**src/core/cws_consts.svh**
```systemverilog
// Purpose: Offsets, field positions and timing figures of the supervisor.
// Assumes: Included by bare name from the supervisor design file.
// Notes: Times are in their own unit; reset and watchdog cycle counts are derived in code.
`ifndef CWS_CONSTS_SVH
`define CWS_CONSTS_SVH

// ----------------------------------------
// Register byte offsets
// ----------------------------------------
`define CWS_OFF_STATUS 8'h00
`define CWS_OFF_IRQ_STAT 8'h04
`define CWS_OFF_IRQ_MASK 8'h08

// ----------------------------------------
// Field positions and interrupt mask reset value
// ----------------------------------------
`define CWS_ST_RST 0
`define CWS_ST_FAULT 1
`define CWS_ST_OSC 2
`define CWS_ST_WDG_DIS 3
`define CWS_IRQ_TMO 0
`define CWS_IRQ_BROWN 1
`define CWS_IRQ_REL 2
`define CWS_IRQ_MASK_RST 3'h0

// ----------------------------------------
// Timing figures
// ----------------------------------------
`define CWS_CLK_PERIOD_NS 10
`define CWS_RST_TIMEOUT_NS 135000
`define CWS_WDG_BASE_NS 16000000
`define CWS_OSC_HALF_CYC 5

`endif

```
**src/core/cws_pkg.sv**
```systemverilog
// Purpose: Types shared by the clock and watchdog supervisor.
// Assumes: Nothing beyond the constants header.
// Notes: All state of the design travels in one packed struct.
package cws_pkg;

  // Supervisor reset sequence states.
  typedef enum logic [1:0]
  {
    CWS_OFF = 2'b00,
    CWS_HOLD = 2'b01,
    CWS_RUN = 2'b10
  } cws_state_t;

  // Build choice for the reset pin polarity and drive.
  typedef enum logic [1:0]
  {
    CWS_RST_PP_HIGH = 2'b00,
    CWS_RST_PP_LOW = 2'b01,
    CWS_RST_OD_LOW = 2'b10
  } cws_rst_mode_t;

  // Every flip-flop of the supervisor.
  typedef struct packed {
    cws_state_t st;
    logic [13:0] hold_cnt;
    logic [27:0] wdg_cnt;
    logic kick_s1;
    logic kick_s2;
    logic kick_s3;
    logic fault;
    logic osc_on;
    logic clk;
    logic [3:0] ph;
    logic spd_full;
    logic [2:0] irq_stat;
    logic [2:0] irq_mask;
    logic ap_wr;
    logic [7:0] ap_off;
    logic [31:0] rdata;
  } cws_regs_t;

endpackage : cws_pkg

```
**src/core/cws_supervisor.sv**
```systemverilog
// Purpose: Clock source, power-on reset and watchdog for a microcontroller.
// Assumes: Supply comparators arrive as clean digital levels on hclk.
// Notes: Registers sit on an AHB-Lite slave with zero wait states.
`timescale 1ns/1ns
`include "cws_consts.svh"

// Behaviour
// - Kick rising edge restarts watchdog count.
// - Missed kick asserts reset, starts reset cycle.
// - Missed kick asserts active-low fault output.
// - Two select inputs choose eight periods.
// - Both selects high disable the watchdog.
// - Speed high full clock, low half.
// - Clock never emits shortened phases.
// - Oscillator starts only after supply rises.
// - Reset held for reset timeout after rise.
// - Supply below falling threshold forces reset.
// - Reset pin polarity and drive build option.
// - Watchdog idle in reset, restarts from zero.
// - Fault sticks until kick edge; starts clear.
// - Select pairs map 16 to 2048 ms.
module cws_supervisor
#(
  parameter cws_pkg::cws_rst_mode_t RST_MODE = cws_pkg::CWS_RST_PP_LOW,
  parameter logic [13:0] RST_CYC = 14'((`CWS_RST_TIMEOUT_NS
    + `CWS_CLK_PERIOD_NS - 1) / `CWS_CLK_PERIOD_NS),
  parameter logic [27:0] WDG_BASE_CYC =
    28'(`CWS_WDG_BASE_NS / `CWS_CLK_PERIOD_NS)
)
(
  input wire logic hclk,
  input wire logic hresetn,
  input wire logic hsel,
  input wire logic [31:0] haddr,
  input wire logic [1:0] htrans,
  input wire logic hwrite,
  input wire logic [2:0] hsize,
  input wire logic [31:0] hwdata,
  input wire logic hready,
  output logic [31:0] hrdata,
  output logic hreadyout,
  output logic hresp,
  output logic irq,
  input wire logic supply_rise_threshold,
  input wire logic supply_fall_threshold,
  input wire logic kick_input,
  input wire logic [1:0] timeout_select_a,
  input wire logic [1:0] timeout_select_b,
  input wire logic speed_select,
  output logic clock_out,
  output logic rst_out,
  output logic rst_oe_n,
  output logic fault_output_n,
  output logic fault_oe_n
);
  import cws_pkg::*;

  // ----------------------------------------
  // State and helper signals
  // ----------------------------------------
  cws_regs_t s_q; // Registered state.
  cws_regs_t s_d; // Next state.
  logic kick_edge; // Synchronised kick rising edge.
  logic [1:0] lvl_a; // Select A as 0, 1 or 2.
  logic [1:0] lvl_b; // Select B as 0, 1 or 2.
  logic [3:0] sel_idx; // Period index, 8 means disabled.
  logic wdg_dis; // Watchdog switched off by the selects.
  logic [27:0] wdg_per; // Chosen period in hclk cycles.
  logic wdg_tmo; // Period ran out without a kick.
  logic hold_done; // Reset timeout has elapsed.
  logic rst_act; // Reset asserted, before polarity mapping.
  logic [3:0] osc_lim; // Last phase count of a clock phase.
  logic osc_end; // Current clock phase ends this cycle.
  logic take; // Address phase accepted by this slave.
  logic [2:0] ev; // Interrupt events this cycle.
  logic [2:0] clr; // Write-one-to-clear of status bits.
  logic [31:0] rd_val; // Read data for the offered address.

  // ----------------------------------------
  // Select decoding
  // ----------------------------------------
  // Map a two-bit pin code to its level; the unused code 2'b11 is
  // treated as mid, the same as a floating pin.
  function automatic logic [1:0] cws_level(input logic [1:0] code);
    logic [1:0] l;
    l = 2'h1;
    if (code == 2'h0)
    begin
      l = 2'h0;
    end
    else if (code == 2'h2)
    begin
      l = 2'h2;
    end
    return l;
  endfunction : cws_level

  assign lvl_a = cws_level(timeout_select_a);
  assign lvl_b = cws_level(timeout_select_b);
  assign sel_idx = {2'h0, lvl_a} + 4'(3 * lvl_b);
  assign wdg_dis = (sel_idx == 4'h8);
  assign wdg_per = WDG_BASE_CYC << sel_idx[2:0];

  // ----------------------------------------
  // Combinational event terms
  // ----------------------------------------
  // Edge only after synchroniser.
  assign kick_edge = s_q.kick_s2 & ~s_q.kick_s3;
  // Expiry without a kick edge.
  // A count already past a period shortened by the selects expires at
  // once, rather than running on until the counter wraps.
  assign wdg_tmo = (s_q.st == CWS_RUN) && !wdg_dis && !kick_edge
    && (s_q.wdg_cnt >= wdg_per - 28'h1);
  assign hold_done = (s_q.hold_cnt == RST_CYC - 14'h1);
  assign rst_act = (s_q.st != CWS_RUN) | supply_fall_threshold;
  assign osc_lim = s_q.spd_full ? 4'(`CWS_OSC_HALF_CYC - 1)
    : 4'(2 * `CWS_OSC_HALF_CYC - 1);
  assign osc_end = s_q.osc_on && (s_q.ph == osc_lim);
  assign take = hsel && htrans[1] && hready;
  assign ev[`CWS_IRQ_TMO] = wdg_tmo && !supply_fall_threshold;
  assign ev[`CWS_IRQ_BROWN] = (s_q.st != CWS_OFF)
    && supply_fall_threshold;
  assign ev[`CWS_IRQ_REL] = (s_q.st == CWS_HOLD) && hold_done
    && !supply_fall_threshold;
  assign clr = (s_q.ap_wr && s_q.ap_off == `CWS_OFF_IRQ_STAT)
    ? hwdata[2:0] : 3'h0;

  // Read multiplexer; unmapped offsets read as zero.
  always_comb
  begin
    rd_val = 32'h0;
    unique case (haddr[7:0])
      `CWS_OFF_STATUS:
      begin
        rd_val[`CWS_ST_RST] = rst_act;
        rd_val[`CWS_ST_FAULT] = s_q.fault;
        rd_val[`CWS_ST_OSC] = s_q.osc_on;
        rd_val[`CWS_ST_WDG_DIS] = wdg_dis;
        rd_val[5:4] = s_q.st;
      end
      `CWS_OFF_IRQ_STAT:
      begin
        rd_val[2:0] = s_q.irq_stat;
      end
      `CWS_OFF_IRQ_MASK:
      begin
        rd_val[2:0] = s_q.irq_mask;
      end
      default:
      begin
        rd_val = 32'h0;
      end
    endcase
    if (haddr[31:8] != 24'h0)
    begin
      rd_val = 32'h0;
    end
  end

  // ----------------------------------------
  // Next state
  // ----------------------------------------
  // One process builds the whole next state from the current one.
  always_comb
  begin
    s_d = s_q;
    s_d.kick_s1 = kick_input;
    s_d.kick_s2 = s_q.kick_s1;
    s_d.kick_s3 = s_q.kick_s2;

    // Reset sequence.
    unique case (s_q.st)
      CWS_OFF:
      begin
        s_d.hold_cnt = 14'h0;
        if (supply_rise_threshold && !supply_fall_threshold)
        begin
          s_d.st = CWS_HOLD;
        end
      end
      CWS_HOLD:
      begin
        if (supply_fall_threshold)
        begin
          s_d.st = CWS_OFF;
        end
        else if (hold_done)
        begin
          s_d.st = CWS_RUN;
          s_d.hold_cnt = 14'h0;
        end
        else
        begin
          s_d.hold_cnt = s_q.hold_cnt + 14'h1;
        end
      end
      CWS_RUN:
      begin
        if (supply_fall_threshold)
        begin
          s_d.st = CWS_OFF;
        end
        else if (wdg_tmo)
        begin
          s_d.st = CWS_HOLD;
          s_d.hold_cnt = 14'h0;
        end
      end
      default:
      begin
        // A corrupted code falls back to the safe, reset state.
        s_d.st = CWS_OFF;
        s_d.hold_cnt = 14'h0;
      end
    endcase

    // Counter idle and cleared in reset.
    if (s_q.st != CWS_RUN || wdg_dis || wdg_tmo)
    begin
      s_d.wdg_cnt = 28'h0;
    end
    else if (kick_edge)
    begin
      s_d.wdg_cnt = 28'h0;
    end
    else
    begin
      s_d.wdg_cnt = s_q.wdg_cnt + 28'h1;
    end

    if (wdg_tmo)
    begin
      s_d.fault = 1'b1;
    end
    else if (kick_edge)
    begin
      s_d.fault = 1'b0;
    end

    // Clock generator; phases only end at their full count, so a
    // speed change or a stop never leaves a short pulse behind.
    if (!s_q.osc_on)
    begin
      s_d.ph = 4'h0;
      s_d.clk = 1'b0;
      s_d.spd_full = speed_select;
      if (supply_rise_threshold && !supply_fall_threshold)
      begin
        s_d.osc_on = 1'b1;
      end
    end
    else if (osc_end)
    begin
      s_d.ph = 4'h0;
      s_d.clk = ~s_q.clk;
      s_d.spd_full = speed_select;
      if (s_q.clk && supply_fall_threshold)
      begin
        s_d.osc_on = 1'b0;
      end
    end
    else
    begin
      s_d.ph = s_q.ph + 4'h1;
    end

    // Interrupt status: a new event wins over a clear.
    s_d.irq_stat = (s_q.irq_stat & ~clr) | ev;
    if (s_q.ap_wr && s_q.ap_off == `CWS_OFF_IRQ_MASK)
    begin
      s_d.irq_mask = hwdata[2:0];
    end

    // Bus: latch the address phase, prepare read data for the
    // data phase so hrdata comes straight from a flip-flop.
    s_d.ap_wr = take && hwrite;
    if (take)
    begin
      s_d.ap_off = (haddr[31:8] == 24'h0) ? haddr[7:0] : 8'hFF;
      if (!hwrite)
      begin
        s_d.rdata = rd_val;
      end
    end
  end

  // ----------------------------------------
  // State register
  // ----------------------------------------
  // All flip-flops reset to constants; the fault starts released.
  always_ff @(posedge hclk or negedge hresetn)
  begin
    if (!hresetn)
    begin
      s_q <= '{st: CWS_OFF, irq_mask: `CWS_IRQ_MASK_RST, default: '0};
    end
    else
    begin
      s_q <= s_d;
    end
  end

  // ----------------------------------------
  // Outputs
  // ----------------------------------------
  assign hrdata = s_q.rdata;
  assign hreadyout = 1'b1;
  assign hresp = 1'b0;
  assign irq = |(s_q.irq_stat & s_q.irq_mask);
  assign clock_out = s_q.clk;
  assign fault_output_n = 1'b0;
  assign fault_oe_n = ~s_q.fault;

  // Reset pin mapping; open drain only ever pulls low.
  always_comb
  begin
    unique case (RST_MODE)
      CWS_RST_PP_HIGH:
      begin
        rst_out = rst_act;
        rst_oe_n = 1'b0;
      end
      CWS_RST_PP_LOW:
      begin
        rst_out = ~rst_act;
        rst_oe_n = 1'b0;
      end
      default:
      begin
        rst_out = 1'b0;
        rst_oe_n = ~rst_act;
      end
    endcase
  end
endmodule : cws_supervisor

```
**config.mk**
```make
export PLATFORM = sky130hd
export DESIGN_NAME = cws_supervisor
export DESIGN_NICKNAME = d
export VERILOG_FILES = /design/src/core/cws_pkg.sv /design/src/core/cws_supervisor.sv
export VERILOG_INCLUDE_DIRS = /design/src /design/src/core
export SDC_FILE = /design/constraint.sdc
export NUM_CORES = 1
export LEC_CHECK = 0
export ABC_AREA = 1
export BUFFER_PORTS_ARGS = -buffer_cell sky130_fd_sc_hd__buf_2
export CORE_MARGIN = 2
export CORE_UTILIZATION = 35
export CTS_CLUSTER_SIZE = 24
export DETAILED_ROUTE_END_ITERATION = 10
export PLACE_DENSITY = 0.67
export SYNTH_ARGS = -nofsm -noshare
export SYNTH_HDL_FRONTEND = slang
export SYNTH_SLANG_ARGS = --single-unit
```
**constraint.sdc**
```tcl
create_clock -name hclk -period 4.18 [get_ports hclk]
set_input_delay 0.836 -clock hclk [delete_from_list [all_inputs] [get_ports hclk]]
set_output_delay 0.836 -clock hclk [all_outputs]
set_load 0.01 [all_outputs]
```
==> results of run 1 <==
## routing by layer
layer  track usage  routed length (microns)  vias up
li1              -                        -     2299
met1         0.191                     5330     2028
met2         0.227                     5100       85
met3        0.0363                      480        8
met4        0.0446                      157        0
met5             0                        0        -
## worst register-to-register path, cell delays in order, from the launching register on
cell	delay, ns
dfrtp_1	0.42
ha_1	0.34
a21oi_1	0.14
and2_1	0.13
nand2_1	0.08
nand2_1	0.08
nand3_2	0.08
nand2_2	0.09
nand2_4	0.09
nor2_4	0.27
nand2_4	0.16
nor2_1	0.13
## cells in the final DEF (no fill, tap or decap), types with 3 or more instances in the layout
master     count
nand2_1      147
nor2_1        76
dfrtp_1       76
inv_1         69
buf_2         56
nand3_1       38
o21ai_0       33
ha_1          31
conb_1        30
xor2_1        22
buf_4         22
nor3_1        15
nor4_1        14
nand4_1       13
a21oi_1       12
clkbuf_16      9
nor2_4         8
nand2_2        8
or2_2          7
inv_2          6
xnor2_1        6
nand3_2        6
o21ai_2        6
o21ai_1        5
nand2_4        4
nor3_2         4
o31ai_1        3
nor2_2         3
ha_4           3
inv_6          3
## Yosys cell counts, types with 4 or more instances
library cell,instances
buf_4,37
nor2_1,78
nand3_2,6
clkbuf_1,5
ha_1,34
xnor2_1,6
inv_2,4
nor2_4,6
nand4_1,13
nand2_1,150
xor2_1,22
dfrtp_1,76
a21oi_1,12
or2_2,9
buf_2,4
nand2_2,6
nor4_1,14
o21ai_0,33
o21ai_1,5
nand3_1,38
inv_1,72
nor3_1,16
o21ai_2,6
## kinds of logic after synthesis
kind of cell | Yosys count
AND/OR/NAND/NOR | 350
buffers and inverters | 125
other | 2
flip-flops | 76
adder cells (fa/ha/maj) | 35
AO/OA/AOI/OAI | 67
multiplexers | 1
XOR/XNOR | 28
## registers in the layout, indices dropped and copies added, names as in the netlist
name and flops:
clock_out 1, hrdata 6, s_q 67, s_d 2
## path summary, 6_finish.rpt
path | to
worst max-delay path | s_q[74]$_DFF_PN0_
worst max register to register | s_q[74]$_DFF_PN0_
worst min-delay path | s_d[55]$_DFF_PN0_
max in group asynchronous | hrdata[4]$_DFFE_PN0P_
min in group asynchronous | s_q[63]$_DFF_PN0_
worst min register to register | s_d[55]$_DFF_PN0_
## area by class of cell
type / instances / area (sq um)
inverters: 77 / 293
multi-input cells: 512 / 2940
fillers: 1470 / 8500
flip-flops and latches: 76 / 1900
clock buffers: 9 / 225
clock inverters: 7 / 65.1
repair buffers: 81 / 488
well taps: 184 / 230
diodes: 1 / 2.50
## timing repair
action                                  CTS  global route
buffers inserted                          0             2
resized for setup                         0            25
endpoints found under the setup margin    0            42
## through the flow
step | TNS [ns] | std cells | setup WS [ns]
floorplan | 0 | 712 | 0.0630
global placement | -8.54 | 927 | -0.233
detailed placement | -8.83 | 927 | -0.238
CTS | 0 | 943 | 0.0886
global route | -0.0112 | 946 | -0.0112
finish | 0 | 947 | 0.160
## report_power, final
part	internal, W	switching, W	leakage, nW
Sequential	0.000804	0.0000620	0.993
Clock	0.000418	0.000342	0.141
Combinational	0.000262	0.000396	1.77
Total	0.00148	0.000801	2.91
==> impl_metrics.py, run 1 <==
metrics = {
    "power": {
        "total_power_w": 0.00228,
        "p_leak_nw": 2.91,
        "ir_drop_uv": 293,
        "power_density_mw_per_mm2": 372,
    },
    "synth": {
        "syn_area_sq_mm": 0.00527,
        "synth-edff-count": 0,
        "synth_mux_area_frac": 0.00214,
        "syn_area_per_cell_sq_um": 7.70,
        "synth_compound_area_frac": 0.0746,
        "yosys_warnings": 0,
        "synth.distinct_cells": 43,
        "postSynth.asyncResetShare": 1.00,
        "synthCells": 684,
        "synth-simple-area-share": 0.310,
        "yosys.area_share.xor_xnor": 0.0466,
        "yosysSeqAreaShare": 0.361,
        "synth_ff_type": "dfrtp_1",
        "synthAdderAreaFrac": 0.0846,
        "synth.top_cell.area_share": 0.361,
        "ys_seq_elements": 76,
        "synth_top_cell_by_area": "dfrtp_1",
        "synth_top_family_by_area": "simple AND/OR/NAND/NOR gates",
        "synth_area_leaders": "dfrtp_1 (36%), nand2_1 (11%), ha_1 (8.1%), nor2_1 (5.6%), buf_4 (5.3%)",
    },
    "critical_path": {
        "cp_top_family": "simple AND/OR/NAND/NOR gates",
        "reg2reg_from": "s_q[69]$_DFF_PN0_",
        "cp_max_fo": 8,
        "endpoint_kind": "flip-flop",
        "slowest_delay_ns": 0.53,
        "path_buf_inv": 5,
        "cp_data_required_time_ns": 4.45,
        "r2r_slack_ns": 2.09,
        "reg2regPathDepth": 11,
        "crit_path_top_delay_cell": "fa_2",
        "cpMostUsedCell": "nand2_1",
        "path_depth": 26,
        "cp-start-kind": "primary input",
        "startpoint": "timeout_select_b[0]",
        "crit_type": "primary input to flip-flop",
        "critical_path_arrival_ns": 4.29,
    },
    "grt": {
        "grt_start_max_net_pins": 77,
        "track_usage": 0.142,
        "grt_pass1_wl_microns": 18600,
        "antenna_found_initial": 1,
        "grt_overflow": 0,
        "grt_pass1_vias": 4074,
    },
    "timing": {
        "worst_pin_slew_ns": 0.951,
        "setup_viol": 0,
        "hold_ws_ns": 0.348,
        "min_period_ns": 4.02,
        "final_hold_viol_count": 0,
        "relSlewSlack": 0.366,
        "maxSlewViolCount": 0,
        "finalClockSkew_ns": 0.0112,
        "min_period_over_period": 0.962,
        "max_freq_mhz": 249,
    },
    "floorplan": {
        "io_pins": 122,
        "design.die.area_sq_mm": 0.0160,
        "coreArea_sq_mm": 0.0146,
        "num_rows": 44,
        "start_util": 0.360,
        "die_height_microns": 127,
        "die_x_microns": 127,
    },
    "worst_hold_path": {
        "min_from": "s_d[56]$_DFF_PN0_",
        "hp-class": "flip-flop to flip-flop",
        "min_path_cells": 0,
    },
    "route": {
        "drt_iter0_drc": 238,
        "num_vias": 4420,
        "drc": 0,
        "detail_route.wl_per_cell_microns": 11.7,
        "firstDrtPassIters": 5,
        "postRouteAntennaNets": 0,
        "via_per_inst": 4.67,
        "drt_wl_total_microns": 11100,
    },
    "placement": {
        "dp_hpwl_microns": 8340,
        "dpl_cell_area_sq_mm": 0.00573,
        "port_buffers": 58,
        "gp_congestion": 0.827,
    },
    "layout": {
        "post-route-util": 0.420,
        "fin_nets": 874,
        "design_area_sq_mm": 0.00614,
        "final_layout_size_suffix_gt1_frac": 0.210,
        "synthToLayoutAreaGrowth_pct": 16.7,
    },
    "run_status": {
        "outcome": "complete, no violations",
    },
    "cts": {
        "clk_path_buf_depth": 2,
        "cts_tree": "yes",
        "clock_latency_ns": 0.35,
        "path_clk_slew_ns": 0.06,
        "cts_root_buf": "clkbuf_16",
        "numCtsBuffers": 9,
        "cts.sinks": 76,
        "cts-hold-fix-buffers": 0,
        "htree_levels": 3,
    },
    "job": {
        "maxCapViolations": 0,
    },
}
No activity file was read; power rests on OpenSTA's default activity.
==> run 2, diff against run 1 <==
--- a/config.mk
+++ b/config.mk
@@ -12,7 +12,7 @@
 export CORE_UTILIZATION = 35
 export CTS_CLUSTER_SIZE = 24
 export DETAILED_ROUTE_END_ITERATION = 10
-export PLACE_DENSITY = 0.67
+export PLACE_DENSITY = 0.69
 export SYNTH_ARGS = -nofsm -noshare
 export SYNTH_HDL_FRONTEND = slang
 export SYNTH_SLANG_ARGS = --single-unit
==> constraint.sdc (replaced) <==
create_clock -name hclk -period 3.5 [get_ports hclk]
set_input_delay 0.7 -clock hclk [delete_from_list [all_inputs] [get_ports hclk]]
set_output_delay 0.7 -clock hclk [all_outputs]
set_load 0.01 [all_outputs]
==> impl_metrics.py, run 2 (same netlist as run 1, synthesis figures left out) <==
metrics = {
    "floorplan": {
        "die_height_microns": 127,
        "start_util": 0.360,
        "die_x_microns": 127,
        "design.die.area_sq_mm": 0.0160,
        "coreArea_sq_mm": 0.0146,
        "num_rows": 44,
        "io_pins": 122,
    },
    "placement": {
        "place_ws_ns": -0.757,
        "dpl.cell_count": 932,
        "gp_congestion": 0.844,
        "port_buffers": 58,
        "dp_hpwl_microns": 8510,
    },
    "grt": {
        "grt_pass1_vias": 4217,
        "grt_pass1_wl_microns": 19200,
        "grt_start_max_net_pins": 77,
        "antenna_found_initial": 0,
        "grt_overflow": 0,
        "track_usage": 0.146,
    },
    "route": {
        "drt_wl_total_microns": 11500,
        "via_per_inst": 4.75,
        "detail_route.wl_per_cell_microns": 12.0,
        "drc": 0,
        "postRouteAntennaNets": 0,
        "firstDrtPassIters": 4,
        "num_vias": 4527,
        "drt_iter0_drc": 292,
    },
    "critical_path": {
        "reg2regPathDepth": 12,
        "cp_top_family": "adder cells",
        "cp-start-kind": "primary input",
        "reg2reg_from": "s_q[69]$_DFF_PN0_",
        "worstReg2RegEnd": "s_q[68]$_DFF_PN0_",
        "crit_path_top_delay_cell": "fa_2",
        "cp_max_fo": 8,
        "crit_type": "primary input to flip-flop",
        "path_buf_inv": 3,
        "cpMostUsedCell": "nand2_1",
        "critical_path_arrival_ns": 4.05,
        "slowest_delay_ns": 0.65,
        "cp_data_required_time_ns": 3.77,
        "endpoint_kind": "flip-flop",
        "r2r_slack_ns": 1.47,
    },
    "layout": {
        "stdcell_count": 954,
        "final_layout_size_suffix_gt1_frac": 0.249,
        "synthToLayoutAreaGrowth_pct": 20.3,
        "largest_register": "s_q",
        "final_common_cell": "nand2_1",
        "largest_register_ffs": 67,
        "diodes": 0,
        "mostFrequentLayoutCells": "nand2_1 (143), dfrtp_1 (76), inv_1 (70)",
        "fin_nets": 882,
    },
    "timing": {
        "min_period_ns": 3.78,
        "relSlewSlack": 0.358,
        "grt_setup_unrepaired": "true",
        "final_hold_viol_count": 0,
        "worst_pin_slew_ns": 0.963,
        "setup_viol": 45,
        "setup_ws_ns": -0.283,
        "min_period_over_period": 1.08,
        "hold_ws_ns": 0.348,
        "maxSlewViolCount": 0,
        "finalClockSkew_ns": 0.00723,
        "max_freq_mhz": 264,
    },
    "run_status": {
        "violations": "negative setup slack",
        "outcome": "complete, but fails checks",
    },
    "power": {
        "p_leak_nw": 2.98,
        "ir_drop_uv": 267,
        "power_density_mw_per_mm2": 443,
    },
    "worst_hold_path": {
        "min_path_cells": 0,
        "min_from": "s_d[56]$_DFF_PN0_",
        "whs_endpoint": "s_d[55]$_DFF_PN0_",
        "hp-class": "flip-flop to flip-flop",
    },
    "cts": {
        "cts_root_buf": "clkbuf_16",
        "cts.sinks": 76,
        "clk_path_buf_depth": 2,
        "htree_levels": 3,
        "cts_tree": "yes",
        "numCtsBuffers": 9,
        "path_clk_slew_ns": 0.06,
        "clock_latency_ns": 0.35,
    },
    "job": {
        "maxCapViolations": 0,
    },
}
==> run 2: cell count changes in the layout (fill, tap and decap cells not counted), moves of 2 or more <==
cell / change
o21ai_0: -4
nand3_1: -2
nand2_1: -4
clkinv_4: +2
nor2_1: -18
nand3_2: +2
nor2_2: +14
nor2_4: +4
buf_6: +2
nand2_4: +2
o21ai_1: +4
buf_4: +7
==> run 2: routing by layer <==
layer	vias to the layer above	share of wire	GRT usage	wire length (microns)
li1	2316	-	-	-
met1	2074	0.47	0.192	5440
met2	119	0.46	0.242	5320
met3	18	0.043	0.0228	494
met4	0	0.020	0.0601	227
met5	-	0	0	0
==> run 2: worst register-to-register path, stage by stage, from the launching register on <==
cell     delay, ns
dfrtp_1       0.42
ha_1          0.34
a21oi_1       0.14
and2_1        0.14
nand2_1       0.06
nand2_1       0.08
nand3_2       0.10
nand2_4       0.10
nand2_4       0.08
nor2_4        0.11
buf_12        0.15
nand2_8       0.10
nor2_1        0.14
==> run 2: what timing repair did <==
action                                  in CTS  in global routing
cloned                                       1                  0
endpoints found under the setup margin      46                 46
hold buffers                                 0                  0
pin swaps                                    3                  5
resized for setup                           16                 27
buffers inserted                             2                  3
==> run 2: through the flow <==
stage	TNS, ns	power (W)	area, sq um	util
finish	-9.16	0.00280	6330	0.433
global route	-17.29	0.00298	6330	0.433
CTS	-8.25	0.00278	6210	0.424
detailed placement	-31.64	0.00182	5820	0.398
global placement	-30.79	0.00180	5820	0.398
floorplan	-11.30	0.00162	5470	-
==> run 2: power by group <==
part | total [W] | switching, W | leakage (nW) | internal [W]
logic | 0.000864 | 0.000517 | 1.85 | 0.000347
registers | 0.00104 | 0.0000785 | 0.993 | 0.000960
clock network | 0.000903 | 0.000406 | 0.140 | 0.000497
==> run 2: worst max path at each step <==
stage                   endpoint  depth (start not counted)                start
2_1_floorplan  s_q[67]$_DFF_PN0_                         25  timeout_select_b[1]
5_1_grt        s_q[58]$_DFF_PN0_                         25  timeout_select_b[1]
3_3_place_gp   s_q[73]$_DFF_PN0_                         24  timeout_select_b[1]
6_report       s_q[68]$_DFF_PN0_                         25  timeout_select_b[1]
3_5_place_dp   s_q[62]$_DFF_PN0_                         24  timeout_select_b[1]
4_1_cts        s_q[66]$_DFF_PN0_                         25  timeout_select_b[1]
==> run 2: final cells by class <==
cell class                      count  area [sq um]
Timing Repair Buffer               89           558
Fill cell                        1451          8310
Inverter                           77           299
Sequential cell                    76          1900
Clock buffer                        9           225
Tap cell                          184           230
Clock inverter                      7          65.1
Multi-Input combinational cell    512          3050
